## src/logic/ident_resp_pkg.sv

```systemverilog
// shared constants and carriers for the identification responder
// assumes a byte-wide request stream already framed and error-checked upstream
package ident_resp_pkg;

	// ----------------------------------------
	// protocol codes
	// ----------------------------------------
	localparam logic [7:0] FC_ENCAP      = 8'h2b;
	localparam logic [7:0] FC_EXC_BIT    = 8'h80;
	localparam logic [7:0] IFACE_IDENT   = 8'h0e;
	localparam logic [7:0] ACC_BASIC     = 8'h01;
	localparam logic [7:0] ACC_EXTENDED  = 8'h03;
	localparam logic [7:0] ACC_SINGLE    = 8'h04;
	localparam logic [7:0] CONT_MORE     = 8'hff;
	localparam logic [7:0] CONT_DONE     = 8'h00;
	localparam logic [7:0] INDIV_FLAG    = 8'h80;
	localparam logic [7:0] EXC_FUNC      = 8'h01;
	localparam logic [7:0] EXC_ADDR      = 8'h02;
	localparam logic [7:0] EXC_VALUE     = 8'h03;

	// ----------------------------------------
	// object table: 3 basic objects of 4 bytes each
	// ----------------------------------------
	localparam int          NUM_ITEMS    = 3;
	localparam logic [7:0]  ITEM_LEN     = 8'h04;
	localparam logic [7:0]  LAST_ITEM    = 8'h02;
	localparam logic [7:0]  MAX_PER_RESP = 8'h02;
	localparam int          FIFO_DEPTH   = 16;
	localparam int          FIFO_WIDTH   = 9;

	typedef struct packed {
		logic [7:0] data;
		logic       last;
	} byte_beat_type;

endpackage : ident_resp_pkg

```

## src/logic/ident_resp.sv

```systemverilog
// identification response builder and byte fifo
// assumes request bytes arrive framed with a last flag and a crc/parity flag on last
//
// Notes on behaviour
// - response opens with function code 2b then interface type 0e.
// - access code byte echoes the request's value.
// - conformity level is 03, or 83 with individual access.
// - stream access: continuation ff while objects remain, else 00.
// - individual access always sends continuation 00.
// - next index holds next object when continuing, else 00.
// - object count equals objects sent; one for individual access.
// - each object is index, length, then length value bytes.
// - request with a communication error gets no response.
// - normal response echoes the request function code.
// - exception sets the function code top bit.
// - exception carries one exception code.
// - nonexistent address gives exception code 02.
// - illegal access code gives exception code 03.
// - stream access with unknown index restarts at 0.
// - individual access with unknown index gives exception 02.
`timescale 1ns/1ps

// ----------------------------------------
// fifo
// ----------------------------------------
module byte_fifo #(
	parameter int WIDTH = 9,
	parameter int DEPTH = 16
) (
	// clock and reset
	input  wire logic             core_clk_i,
	input  wire logic             rst_b_i,
	// fill side
	input  wire logic             in_valid_i,
	input  wire logic [WIDTH-1:0] in_data_i,
	output logic                  in_ready_o,
	// drain side
	output logic                  out_valid_o,
	output logic [WIDTH-1:0]      out_data_o,
	input  wire logic             out_ready_i
);
	localparam int AW = $clog2(DEPTH);
	typedef struct packed {
		logic [AW-1:0] wr;
		logic [AW-1:0] rd;
		logic [AW:0]   cnt;
	} fifo_state_type;

	logic [WIDTH-1:0] mem [DEPTH];
	fifo_state_type   st_q;
	fifo_state_type   st_d;
	logic             push;
	logic             pop;

	assign in_ready_o  = (st_q.cnt != (AW+1)'(DEPTH));
	assign out_valid_o = (st_q.cnt != '0);
	assign out_data_o  = mem[st_q.rd];
	assign push        = in_valid_i && in_ready_o;
	assign pop         = out_valid_o && out_ready_i;

	always_comb begin
		st_d = st_q;
		if (push) begin
			st_d.wr = st_q.wr + 1'b1;
		end
		if (pop) begin
			st_d.rd = st_q.rd + 1'b1;
		end
		st_d.cnt = st_q.cnt + (AW+1)'(push) - (AW+1)'(pop);
	end

	always_ff @(posedge core_clk_i or negedge rst_b_i) begin
		if (!rst_b_i) begin
			st_q <= '0;
		end else begin
			st_q <= st_d;
		end
	end

	always_ff @(posedge core_clk_i) begin
		if (push) begin
			mem[st_q.wr] <= in_data_i;
		end
	end
endmodule : byte_fifo

// ----------------------------------------
// responder
// ----------------------------------------
module ident_resp (
	// clock and reset
	input  wire logic                        core_clk_i,
	input  wire logic                        rst_b_i,
	// request byte stream
	input  wire logic                        req_valid_i,
	input  wire logic [7:0]                  req_data_i,
	input  wire logic                        req_last_i,
	input  wire logic                        req_err_i,
	// configuration
	input  wire logic                        indiv_support_i,
	// response byte stream
	output logic                             rsp_valid_o,
	output ident_resp_pkg::byte_beat_type    rsp_beat_o,
	input  wire logic                        rsp_ready_i,
	output logic                             busy_o
);
	import ident_resp_pkg::*;

	typedef enum logic [2:0] {
		S_RECV, S_HEAD, S_ITEM, S_DROP
	} phase_type;

	typedef struct packed {
		phase_type  phase;
		logic [2:0] rcnt;
		logic [7:0] fc;
		logic [7:0] acc;
		logic [7:0] idx;
		logic       bad;
		logic [3:0] hcnt;
		logic [7:0] cur;
		logic [7:0] left;
		logic [7:0] vcnt;
		logic       exc;
		logic [7:0] exc_code;
		logic       busy;
		logic       vld;
		byte_beat_type beat;
		logic          ovld;
		byte_beat_type obeat;
	} resp_state_type;

	resp_state_type st_q;
	resp_state_type st_d;
	logic           f_ready;
	logic           f_valid;
	logic [8:0]     f_data;
	logic           room;
	logic           f_take;

	// value byte for object o at position p: letters, arbitrary content
	function automatic logic [7:0] item_byte(input logic [7:0] o, input logic [7:0] p);
		item_byte = 8'h41 + {o[3:0], 4'h0} + p;
	endfunction : item_byte

	// header byte h of a normal or exception response
	logic [7:0] conf;
	logic [7:0] cnt_objs;
	logic [7:0] nxt;
	logic       more;
	logic [7:0] hdr;
	logic [3:0] hdr_len;

	always_comb begin
		conf = {indiv_support_i, 7'h00} | ACC_EXTENDED;
		more = (st_q.acc != ACC_SINGLE) && (st_q.cur + MAX_PER_RESP <= LAST_ITEM);
		nxt  = more ? st_q.cur + MAX_PER_RESP : CONT_DONE;
		if (st_q.acc == ACC_SINGLE) begin
			cnt_objs = 8'h01;
		end else if (more) begin
			cnt_objs = MAX_PER_RESP;
		end else begin
			cnt_objs = LAST_ITEM + 8'h01 - st_q.cur;
		end
		hdr_len = st_q.exc ? 4'h3 : 4'h7;
		unique case (st_q.hcnt)
			4'h0: hdr = st_q.exc ? (st_q.fc | FC_EXC_BIT) : st_q.fc;
			4'h1: hdr = IFACE_IDENT;
			4'h2: hdr = st_q.exc ? st_q.exc_code : st_q.acc;
			4'h3: hdr = conf;
			4'h4: hdr = more ? CONT_MORE : CONT_DONE;
			4'h5: hdr = nxt;
			default: hdr = cnt_objs;
		endcase
	end

	always_comb begin
		st_d       = st_q;
		st_d.vld   = 1'b0;
		st_d.beat  = '0;
		// output stage keeps the response port on a flop
		if (f_take) begin
			st_d.ovld  = f_valid;
			st_d.obeat = f_data;
		end
		unique case (st_q.phase)
			S_RECV: begin
				if (req_valid_i) begin
					st_d.rcnt = (st_q.rcnt == 3'h7) ? st_q.rcnt : st_q.rcnt + 3'h1;
					unique case (st_q.rcnt)
						3'h0: st_d.fc = req_data_i;
						3'h1: st_d.bad = (req_data_i != IFACE_IDENT);
						3'h2: st_d.acc = req_data_i;
						3'h3: st_d.idx = req_data_i;
						default: st_d.bad = 1'b1;
					endcase
					if (req_last_i) begin
						// a short request would reuse fields of the one before
						if (st_q.rcnt != 3'h3) begin
							st_d.bad = 1'b1;
						end
						st_d.rcnt = '0;
						st_d.hcnt = '0;
						st_d.exc  = 1'b0;
						st_d.cur  = st_d.idx;
						if (req_err_i) begin
							st_d.phase = S_RECV;
						end else begin
							st_d.phase = S_HEAD;
							st_d.busy  = 1'b1;
							if (st_d.fc != FC_ENCAP || st_d.bad) begin
								st_d.exc = 1'b1;
								st_d.exc_code = EXC_FUNC;
							end else if (st_d.acc < ACC_BASIC || st_d.acc > ACC_SINGLE
									|| (st_d.acc == ACC_SINGLE && !indiv_support_i)) begin
								st_d.exc = 1'b1;
								st_d.exc_code = EXC_VALUE;
							end else if (st_d.idx > LAST_ITEM) begin
								if (st_d.acc == ACC_SINGLE) begin
									st_d.exc = 1'b1;
									st_d.exc_code = EXC_ADDR;
								end else begin
									st_d.cur = 8'h00;
								end
							end
						end
					end
				end
			end
			S_HEAD: begin
				if (room) begin
					st_d.vld       = 1'b1;
					st_d.beat.data = hdr;
					st_d.hcnt      = st_q.hcnt + 4'h1;
					if (st_q.hcnt == hdr_len - 4'h1) begin
						st_d.beat.last = st_q.exc;
						st_d.phase = st_q.exc ? S_DROP : S_ITEM;
						st_d.left  = cnt_objs;
						st_d.vcnt  = '0;
					end
				end
			end
			S_ITEM: begin
				if (room) begin
					st_d.vld  = 1'b1;
					st_d.vcnt = st_q.vcnt + 8'h01;
					if (st_q.vcnt == 8'h00) begin
						st_d.beat.data = st_q.cur;
					end else if (st_q.vcnt == 8'h01) begin
						st_d.beat.data = ITEM_LEN;
					end else begin
						st_d.beat.data = item_byte(st_q.cur, st_q.vcnt - 8'h02);
					end
					if (st_q.vcnt == ITEM_LEN + 8'h01) begin
						st_d.vcnt = '0;
						st_d.cur  = st_q.cur + 8'h01;
						st_d.left = st_q.left - 8'h01;
						if (st_q.left == 8'h01) begin
							st_d.beat.last = 1'b1;
							st_d.phase = S_DROP;
						end
					end
				end
			end
			default: begin
				st_d.busy  = 1'b0;
				st_d.phase = S_RECV;
			end
		endcase
	end

	always_ff @(posedge core_clk_i or negedge rst_b_i) begin
		if (!rst_b_i) begin
			st_q <= '{phase: S_RECV, default: '0};
		end else begin
			st_q <= st_d;
		end
	end

	// ----------------------------------------
	// output buffer; back-pressure stalls the builder
	// ----------------------------------------
	byte_fifo #(
		.WIDTH (FIFO_WIDTH),
		.DEPTH (FIFO_DEPTH)
	) u_fifo (
		.core_clk_i  (core_clk_i),
		.rst_b_i     (rst_b_i),
		.in_valid_i  (st_q.vld),
		.in_data_i   (st_q.beat),
		.in_ready_o  (f_ready),
		.out_valid_o (f_valid),
		.out_data_o  (f_data),
		.out_ready_i (f_take)
	);

	// a beat is in flight one cycle after ready is seen; waiting for it halves the build rate
	// but keeps a full fifo from refusing that beat
	assign room        = f_ready && !st_q.vld;
	assign f_take      = !st_q.ovld || rsp_ready_i;
	assign rsp_valid_o = st_q.ovld;
	assign rsp_beat_o  = st_q.obeat;
	assign busy_o      = st_q.busy;

	// ----------------------------------------
	// checks
	// ----------------------------------------
	property p_err_silent;
		@(posedge core_clk_i) disable iff (!rst_b_i)
		(st_q.phase == S_RECV && req_valid_i && req_last_i && req_err_i) |=> (st_q.phase == S_RECV);
	endproperty
	a_err_silent: assert property (p_err_silent) else $error("response started after bad request");

	property p_first_byte;
		@(posedge core_clk_i) disable iff (!rst_b_i)
		(st_q.phase == S_HEAD && st_q.hcnt == 4'h0 && room)
			|=> st_q.vld && st_q.beat.data == (st_q.exc ? ($past(st_q.fc) | FC_EXC_BIT) : $past(st_q.fc));
	endproperty
	a_first_byte: assert property (p_first_byte) else $error("function code byte wrong");

	property p_single_done;
		@(posedge core_clk_i) disable iff (!rst_b_i)
		(st_q.phase == S_HEAD && st_q.hcnt == 4'h4 && !st_q.exc && st_q.acc == ACC_SINGLE && room)
			|=> st_q.beat.data == CONT_DONE;
	endproperty
	a_single_done: assert property (p_single_done) else $error("individual access continuation not zero");

	property p_next_zero;
		@(posedge core_clk_i) disable iff (!rst_b_i)
		(st_q.phase == S_HEAD && st_q.hcnt == 4'h5 && !st_q.exc && !more && room)
			|=> st_q.beat.data == 8'h00;
	endproperty
	a_next_zero: assert property (p_next_zero) else $error("next index not zero when done");

	property p_bad_access;
		@(posedge core_clk_i) disable iff (!rst_b_i)
		(st_q.phase == S_RECV && req_valid_i && req_last_i && !req_err_i && st_q.rcnt == 3'h3
			&& st_q.fc == FC_ENCAP && !st_q.bad && (st_q.acc == 8'h00 || st_q.acc > ACC_SINGLE))
			|=> st_q.exc && st_q.exc_code == EXC_VALUE;
	endproperty
	a_bad_access: assert property (p_bad_access) else $error("illegal access code not refused");

	property p_exc_single;
		@(posedge core_clk_i) disable iff (!rst_b_i)
		(st_q.phase == S_HEAD && st_q.exc && st_q.hcnt == 4'h2 && room)
			|=> st_q.vld && st_q.beat.data == st_q.exc_code && st_q.beat.last;
	endproperty
	a_exc_single: assert property (p_exc_single) else $error("exception frame not closed after its code");
endmodule : ident_resp

```

## config.mk

```make
export PLATFORM = sky130hd
export DESIGN_NAME = ident_resp
export DESIGN_NICKNAME = d
export VERILOG_FILES = /design/src/logic/ident_resp_pkg.sv /design/src/logic/ident_resp.sv
export SDC_FILE = /design/constraint.sdc
export NUM_CORES = 1
export LEC_CHECK = 0
export ABC_AREA = 1
export CORE_MARGIN = 5
export CORE_UTILIZATION = 25
export CTS_CLUSTER_SIZE = 8
export DETAILED_ROUTE_END_ITERATION = 6
export DONT_BUFFER_PORTS = 1
export PLACE_DENSITY = 0.43
export SLEW_MARGIN = 15
export SYNTH_ARGS = -nofsm -noshare
export SYNTH_HDL_FRONTEND = slang
export SYNTH_SLANG_ARGS = --single-unit
```

## constraint.sdc

```tcl
create_clock -name core_clk_i -period 4.6 [get_ports core_clk_i]
set_input_delay 0.92 -clock core_clk_i [delete_from_list [all_inputs] [get_ports core_clk_i]]
set_output_delay 0.92 -clock core_clk_i [all_outputs]
set_load 0.02 [all_outputs]
```

# Word-level counts from Yosys, hierarchy flattened
# Memories as Yosys holds them, arrays and structs flattened. A register that Yosys moved wholly into a read port is not among the register bits.
# Cells that the tools add are included.
[classes]
mux = 65
bitwise_logic = 2
n_reduce_logical = 35
n_lt_le_gt_ge = 4
addsub = 15
eq_ne = 31
[op_table]
columns = ["cell", "count"]
rows = [
  ["8-bit 2-to-1 mux", 22],
  ["24-bit 2-to-1 mux", 2],
  ["8-bit case mux with 6 select lines", 1],
  ["43-bit 2-to-1 mux", 1],
  ["9-bit 2-to-1 mux", 4],
  ["16-bit 2-to-1 mux", 2],
  ["16-bit case mux with 2 select lines", 1],
  ["10-bit 2-to-1 mux", 3],
  ["8-bit by 3-bit == test with 1-bit output (second input constant)", 3],
  ["3-bit 2-to-1 mux", 7],
  ["10-bit case mux with 2 select lines", 1],
  ["2-bit inequality test (second input constant)", 9],
  ["8-bit by 1-bit adder with 8-bit output (second input constant)", 2],
  ["8-bit by 1-bit == test with 1-bit output (second input constant)", 2],
  ["8-bit case mux with 2 select lines", 1],
  ["1-bit 2-to-1 mux", 13],
  ["13-bit 2-to-1 mux", 1],
  ["4-bit by 1-bit adder with 4-bit output (second input constant)", 3],
  ["4-bit AND reduction", 3],
  ["5-bit AND reduction", 2],
  ["3-bit by 2-bit == test with 1-bit output (second input constant)", 3],
  ["3-bit case mux with 3 select lines", 1],
  ["7-bit by 8-bit adder with 8-bit output (first input constant)", 1],
  ["8-bit by 2-bit adder with 8-bit output (second input constant)", 1],
  ["other kinds (43)", 63],
]
[totals]
input_bits = 15
output_inout_bits = 11
ram_bits = 144
register_bits = 93
n_memories = 1
word_cells = 173
[mem_list]
columns = ["name", "words", "word_bits", "rd", "rd_ports_with_merged_regs", "write_ports", "line_no", "text"]
rows = [
  ["u_fifo.mem", 16, 9, 1, 1, 1, "ident_resp.sv:49", "logic [WIDTH-1:0] mem [DEPTH];"],
]

# Depth between registers and ports, before layout
[depth]
depth_word = 13
depth_mapped = 17
mapped_depth_nobuf = 15

# Modules after synthesis
# A second synthesis with hierarchy kept.
[unflattened]
cells_unflattened = 1494
area_unflattened_um2 = 12904.9
[modules_own_cells]
columns = ["module", "cells_each", "seq_area_each_um2", "instances", "area_each_um2"]
rows = [
  ["byte_fifo", 666, 4649.5, 1, 6875.3],
  ["ident_resp", 828, 2052.0, 1, 6029.5],
]

# Worst setup path before layout
# Ideal clock, no wire load.
[synth_path]
kind = "input to register"
from = "input port rsp_ready_i"
to = "register u_fifo.st_q[4] (netlist name)"
setup_slack_ns = 2.077
setup_ns = 0.079
n_path_buf = 0
arrival_time_ns = 2.443
required_ns = 4.521
cell_stages = 11
path_cell_list = "inv_1 -> nand2_1 -> nand2_1 -> inv_1 -> ha_1 -> inv_1 -> ha_1 -> inv_1 -> fa_1 -> o21ai_0 -> xor2_1"
[synth_lines]
columns = ["element", "line_no", "text"]
rows = [
  ["start: declaration", "ident_resp.sv:104", "input wire logic rsp_ready_i,"],
  ["end signal: assignment", "ident_resp.sv:76", "st_q <= st_d;"],
  ["end: declaration", "ident_resp.sv:50", "fifo_state_type st_q;"],
]

# Worst setup path in the final report
[layout_path]
from = "register st_q[86] (netlist name)"
to = "register st_q[47] (netlist name)"
[layout_between]
elab_chain_cells = 3
word_cells_on_any_way = 9
classes_between = "eq/ne (5); mux (1); reduce/logical (3)"
[layout_lines]
columns = ["element", "line_no", "text"]
rows = [
  ["start: declaration", "ident_resp.sv:133", "resp_state_type st_q;"],
  ["start signal: assignment", "ident_resp.sv:276", "st_q <= st_d;"],
  ["3-bit by 2-bit == test with 1-bit output / 3-bit zero test (equally long branches)", "ident_resp.sv:186", "unique case (st_q.phase)"],
  ["2-bit inequality test (no line) / 2-bit nonzero test (equally long branches)", "n/a", ""],
  ["5-bit AND reduction (no line)", "n/a", ""],
]
# Parallel ways exist; a longest one is shown, timed or not.
# A chain may end at the register's enable or synchronous reset.

==> results.sh <==
export IMPL_fmax_mhz=382
export IMPL_die_height_um=232
export IMPL_cp_end_kind="flip-flop"
export IMPL_cp_required_ns=5.04
export IMPL_port_buffers=0
export IMPL_die_area_um2=53800
export IMPL_post_route_util=0.286
export IMPL_yosys_warnings=0
export IMPL_synth_seq_area_share=0.544
export IMPL_postCtsSetupBuffers=0
export IMPL_setup_tns_ns=0
export IMPL_setup_ws_ns=1.98
export IMPL_syn_nets=1398
export IMPL_coreArea_um2=48800
export IMPL_power_leakage_uw=0.00566
export IMPL_synth_area_um2=12300
export IMPL_power_density_nw_per_um2=706
export IMPL_grtUsageMet3=0.0247
export IMPL_holdBufCountCts=0
export IMPL_synth_seq_cells=239
export IMPL_rsz0062_at_grt="no"
export IMPL_dp_hpwl_mm=22.4
export IMPL_final_antenna_net_count=0
export IMPL_fin_crit_ns=2.62
export IMPL_final_common_cell="nand2_1"
export IMPL_r2r_start="st_q[86]$_DFFE_PN0P_"
export IMPL_grt_pass1_vias=9001
export IMPL_hp_class="input port to async pin"
export IMPL_cts_resized=0
export IMPL_use_met2=0.197
export IMPL_vias_per_cell=4.57
export IMPL_grt_pass1_wl_mm=52.8
export IMPL_setup_violations=0
export IMPL_tightest_slew_ns=1.02
export IMPL_drcViolationCount=0
export IMPL_min_period_over_period=0.569
export IMPL_synthCells=1334
export IMPL_p_total_uw=9850
export IMPL_gp_congestion=0.831
export IMPL_avgRoutedWirePerCell_um=16.9
export IMPL_antenna_found_initial=0
export IMPL_syn_area_per_cell_um2=9.23
export IMPL_grt_util_met1=0.177
export IMPL_ys_types=45
export IMPL_dp_slack_ns=1.70
export IMPL_drtIter0Drc=651
export IMPL_initial_core_util=0.252
export IMPL_cp_start_kind="flip-flop"
export IMPL_drive_gt1_frac=0.0733
export IMPL_synthFlopType="edfxtp_1"
export IMPL_htreeDepth=2
export IMPL_ir_drop_mv=0.333
export IMPL_track_usage=0.125
export IMPL_layout_common_cells="nand2_1 (240), nor2_1 (180), edfxtp_1 (144), o21ai_0 (137), inv_1 (127)"
export IMPL_hold_violations=0
export IMPL_synth_edf_count=144
export IMPL_cts_root_buffer="clkbuf_16"
export IMPL_wl_mm=33.9
export IMPL_slew_headroom=0.315
export IMPL_worst_clock_skew_ns=0.0188
export IMPL_busiest_layer="met2"
export IMPL_numCtsBuffers=35
export IMPL_ios=26
export IMPL_num_vias=9202
export IMPL_cts_tree="built"
export IMPL_status="finished clean"
export IMPL_clk_path_buf_depth=3
export IMPL_firstDrtPassIters=5
export IMPL_cts_clk_slew_worst_paths_ns=0.06
export IMPL_grt_max_degree=96
export IMPL_clock_sinks=239
export IMPL_fp_dieW_um=232
export IMPL_cp_data_arrival_time_ns=3.06
export IMPL_synthArstFlopShare=0.397
export IMPL_diodes=0
export IMPL_cap_violations=0
export IMPL_critical_path_class="flip-flop to flip-flop"
export IMPL_num_rows=81
export IMPL_fin_nets=1391
export IMPL_worstSetupStartpoint="st_q[86]$_DFFE_PN0P_"
export IMPL_grt_overflow=0
export IMPL_path_max_fanout=13
export IMPL_insertion_delay_ns=0.53
export IMPL_slew_violations=0
export IMPL_syn_to_final_growth_pct=13.4
export IMPL_fill_cells=5245
export IMPL_whs_ns=0.0881
-- logic make-up (layout without fill, tap and decap cells) --
group / Yosys count / after routing / share of synthesized area
AO/OA/AOI/OAI: 268 / 268 / 0.126
buffers and inverters: 192 / 208 / 0.0640
flip-flops: 239 / 239 / 0.544
adder cells (fa/ha/maj): 49 / 49 / 0.0510
XOR/XNOR: 23 / 23 / 0.0164
AND/OR/NAND/NOR: 563 / 563 / 0.198
-- synthesized netlist by cell type (3+ instances only) --
cell	instances	area, µm²
buf_1	3	11.3
o221ai_1	27	236
o21ai_2	3	26.3
nor3_1	8	40.0
o21ai_0	137	686
a21oi_1	44	220
o21ai_1	7	35.0
a31oi_1	14	87.6
nand2_1	240	901
o22ai_1	19	119
buf_2	6	30.0
edfxtp_1	144	4320
buf_6	3	33.8
xor2_1	19	166
xnor2_1	4	35.0
nand3_1	85	425
nor2_1	180	676
buf_4	10	75.1
ha_1	47	588
nor2_2	5	31.3
o211ai_1	4	30.0
a21oi_2	6	52.6
nor2_4	3	33.8
inv_2	9	33.8
nand4_1	11	68.8
dfrtp_1	95	2380
clkinv_1	3	11.3
inv_1	127	477
nand2_2	14	87.6
clkbuf_1	31	116
nor3b_1	3	22.5
nand3b_1	3	22.5
-- where the power goes --
part | switching, µW | internal, µW
Clock | 980 | 1430
Sequential | 593 | 2860
Combinational | 2730 | 1270
Total | 4300 | 5550
-- final cells by class --
class / instances / area, µm² / share of cell area
sequential: 239 / 6700 / 0.480
tap: 664 / 831 / 0.0595
timing repair buffer: 9 / 67.6 / 0.00484
clock buffer: 57 / 958 / 0.0687
inverter: 139 / 522 / 0.0374
multi-input combinational: 903 / 4820 / 0.345
clock inverter: 3 / 55.1 / 0.00395
-- per-stage QoR --
stage / instance area, µm² / instances
6_report: 14000 / 2014
5_1_grt: 14000 / 2014
4_1_cts: 14000 / 2014
3_5_place_dp: 12900 / 1954
3_3_place_gp: 12900 / 1954
2_1_floorplan: 12300 / 1334
-- worst paths after layout --
kind	cells past startpoint	to	slack [ns]
max	8	st_q[47]$_DFFE_PN0P_	1.98
min	0	st_q[43]$_DFFE_PN0P_	0.09
max reg2reg	8	st_q[47]$_DFFE_PN0P_	1.98
min reg2reg	2	st_q[59]$_DFFE_PN0P_	0.48
max in group asynchronous	0	u_fifo.st_q[5]$_DFFE_PN0P_	4.29
min in group core_clk_i	2	st_q[59]$_DFFE_PN0P_	0.48
-- routing by layer --
metal | vias to the layer above | share of wire
met5 | - | 0
met4 | 0 | 0.013
met3 | 35 | 0.044
met2 | 164 | 0.46
met1 | 4477 | 0.49
li1 | 4526 | -
-- registers in the layout, indices dropped and copies added (netlist names) --
| register | cells |
|---|---|
| u_fifo.mem | 144 |
| st_q | 71 |
| u_fifo.st_q | 13 |
| rsp_beat_o | 9 |
| busy_o | 1 |
| rsp_valid_o | 1 |
-- critical path, stage by stage (launching register included) --
cell and delay, ns:
dfrtp_1 0.39, inv_1 0.13, ha_1 0.54, nand3_1 0.52, inv_1 0.40, o21ai_2 0.19, inv_2 0.19, nor2_1 0.06
a21oi_1 0.11
No activity file was read; power rests on OpenSTA's default activity.
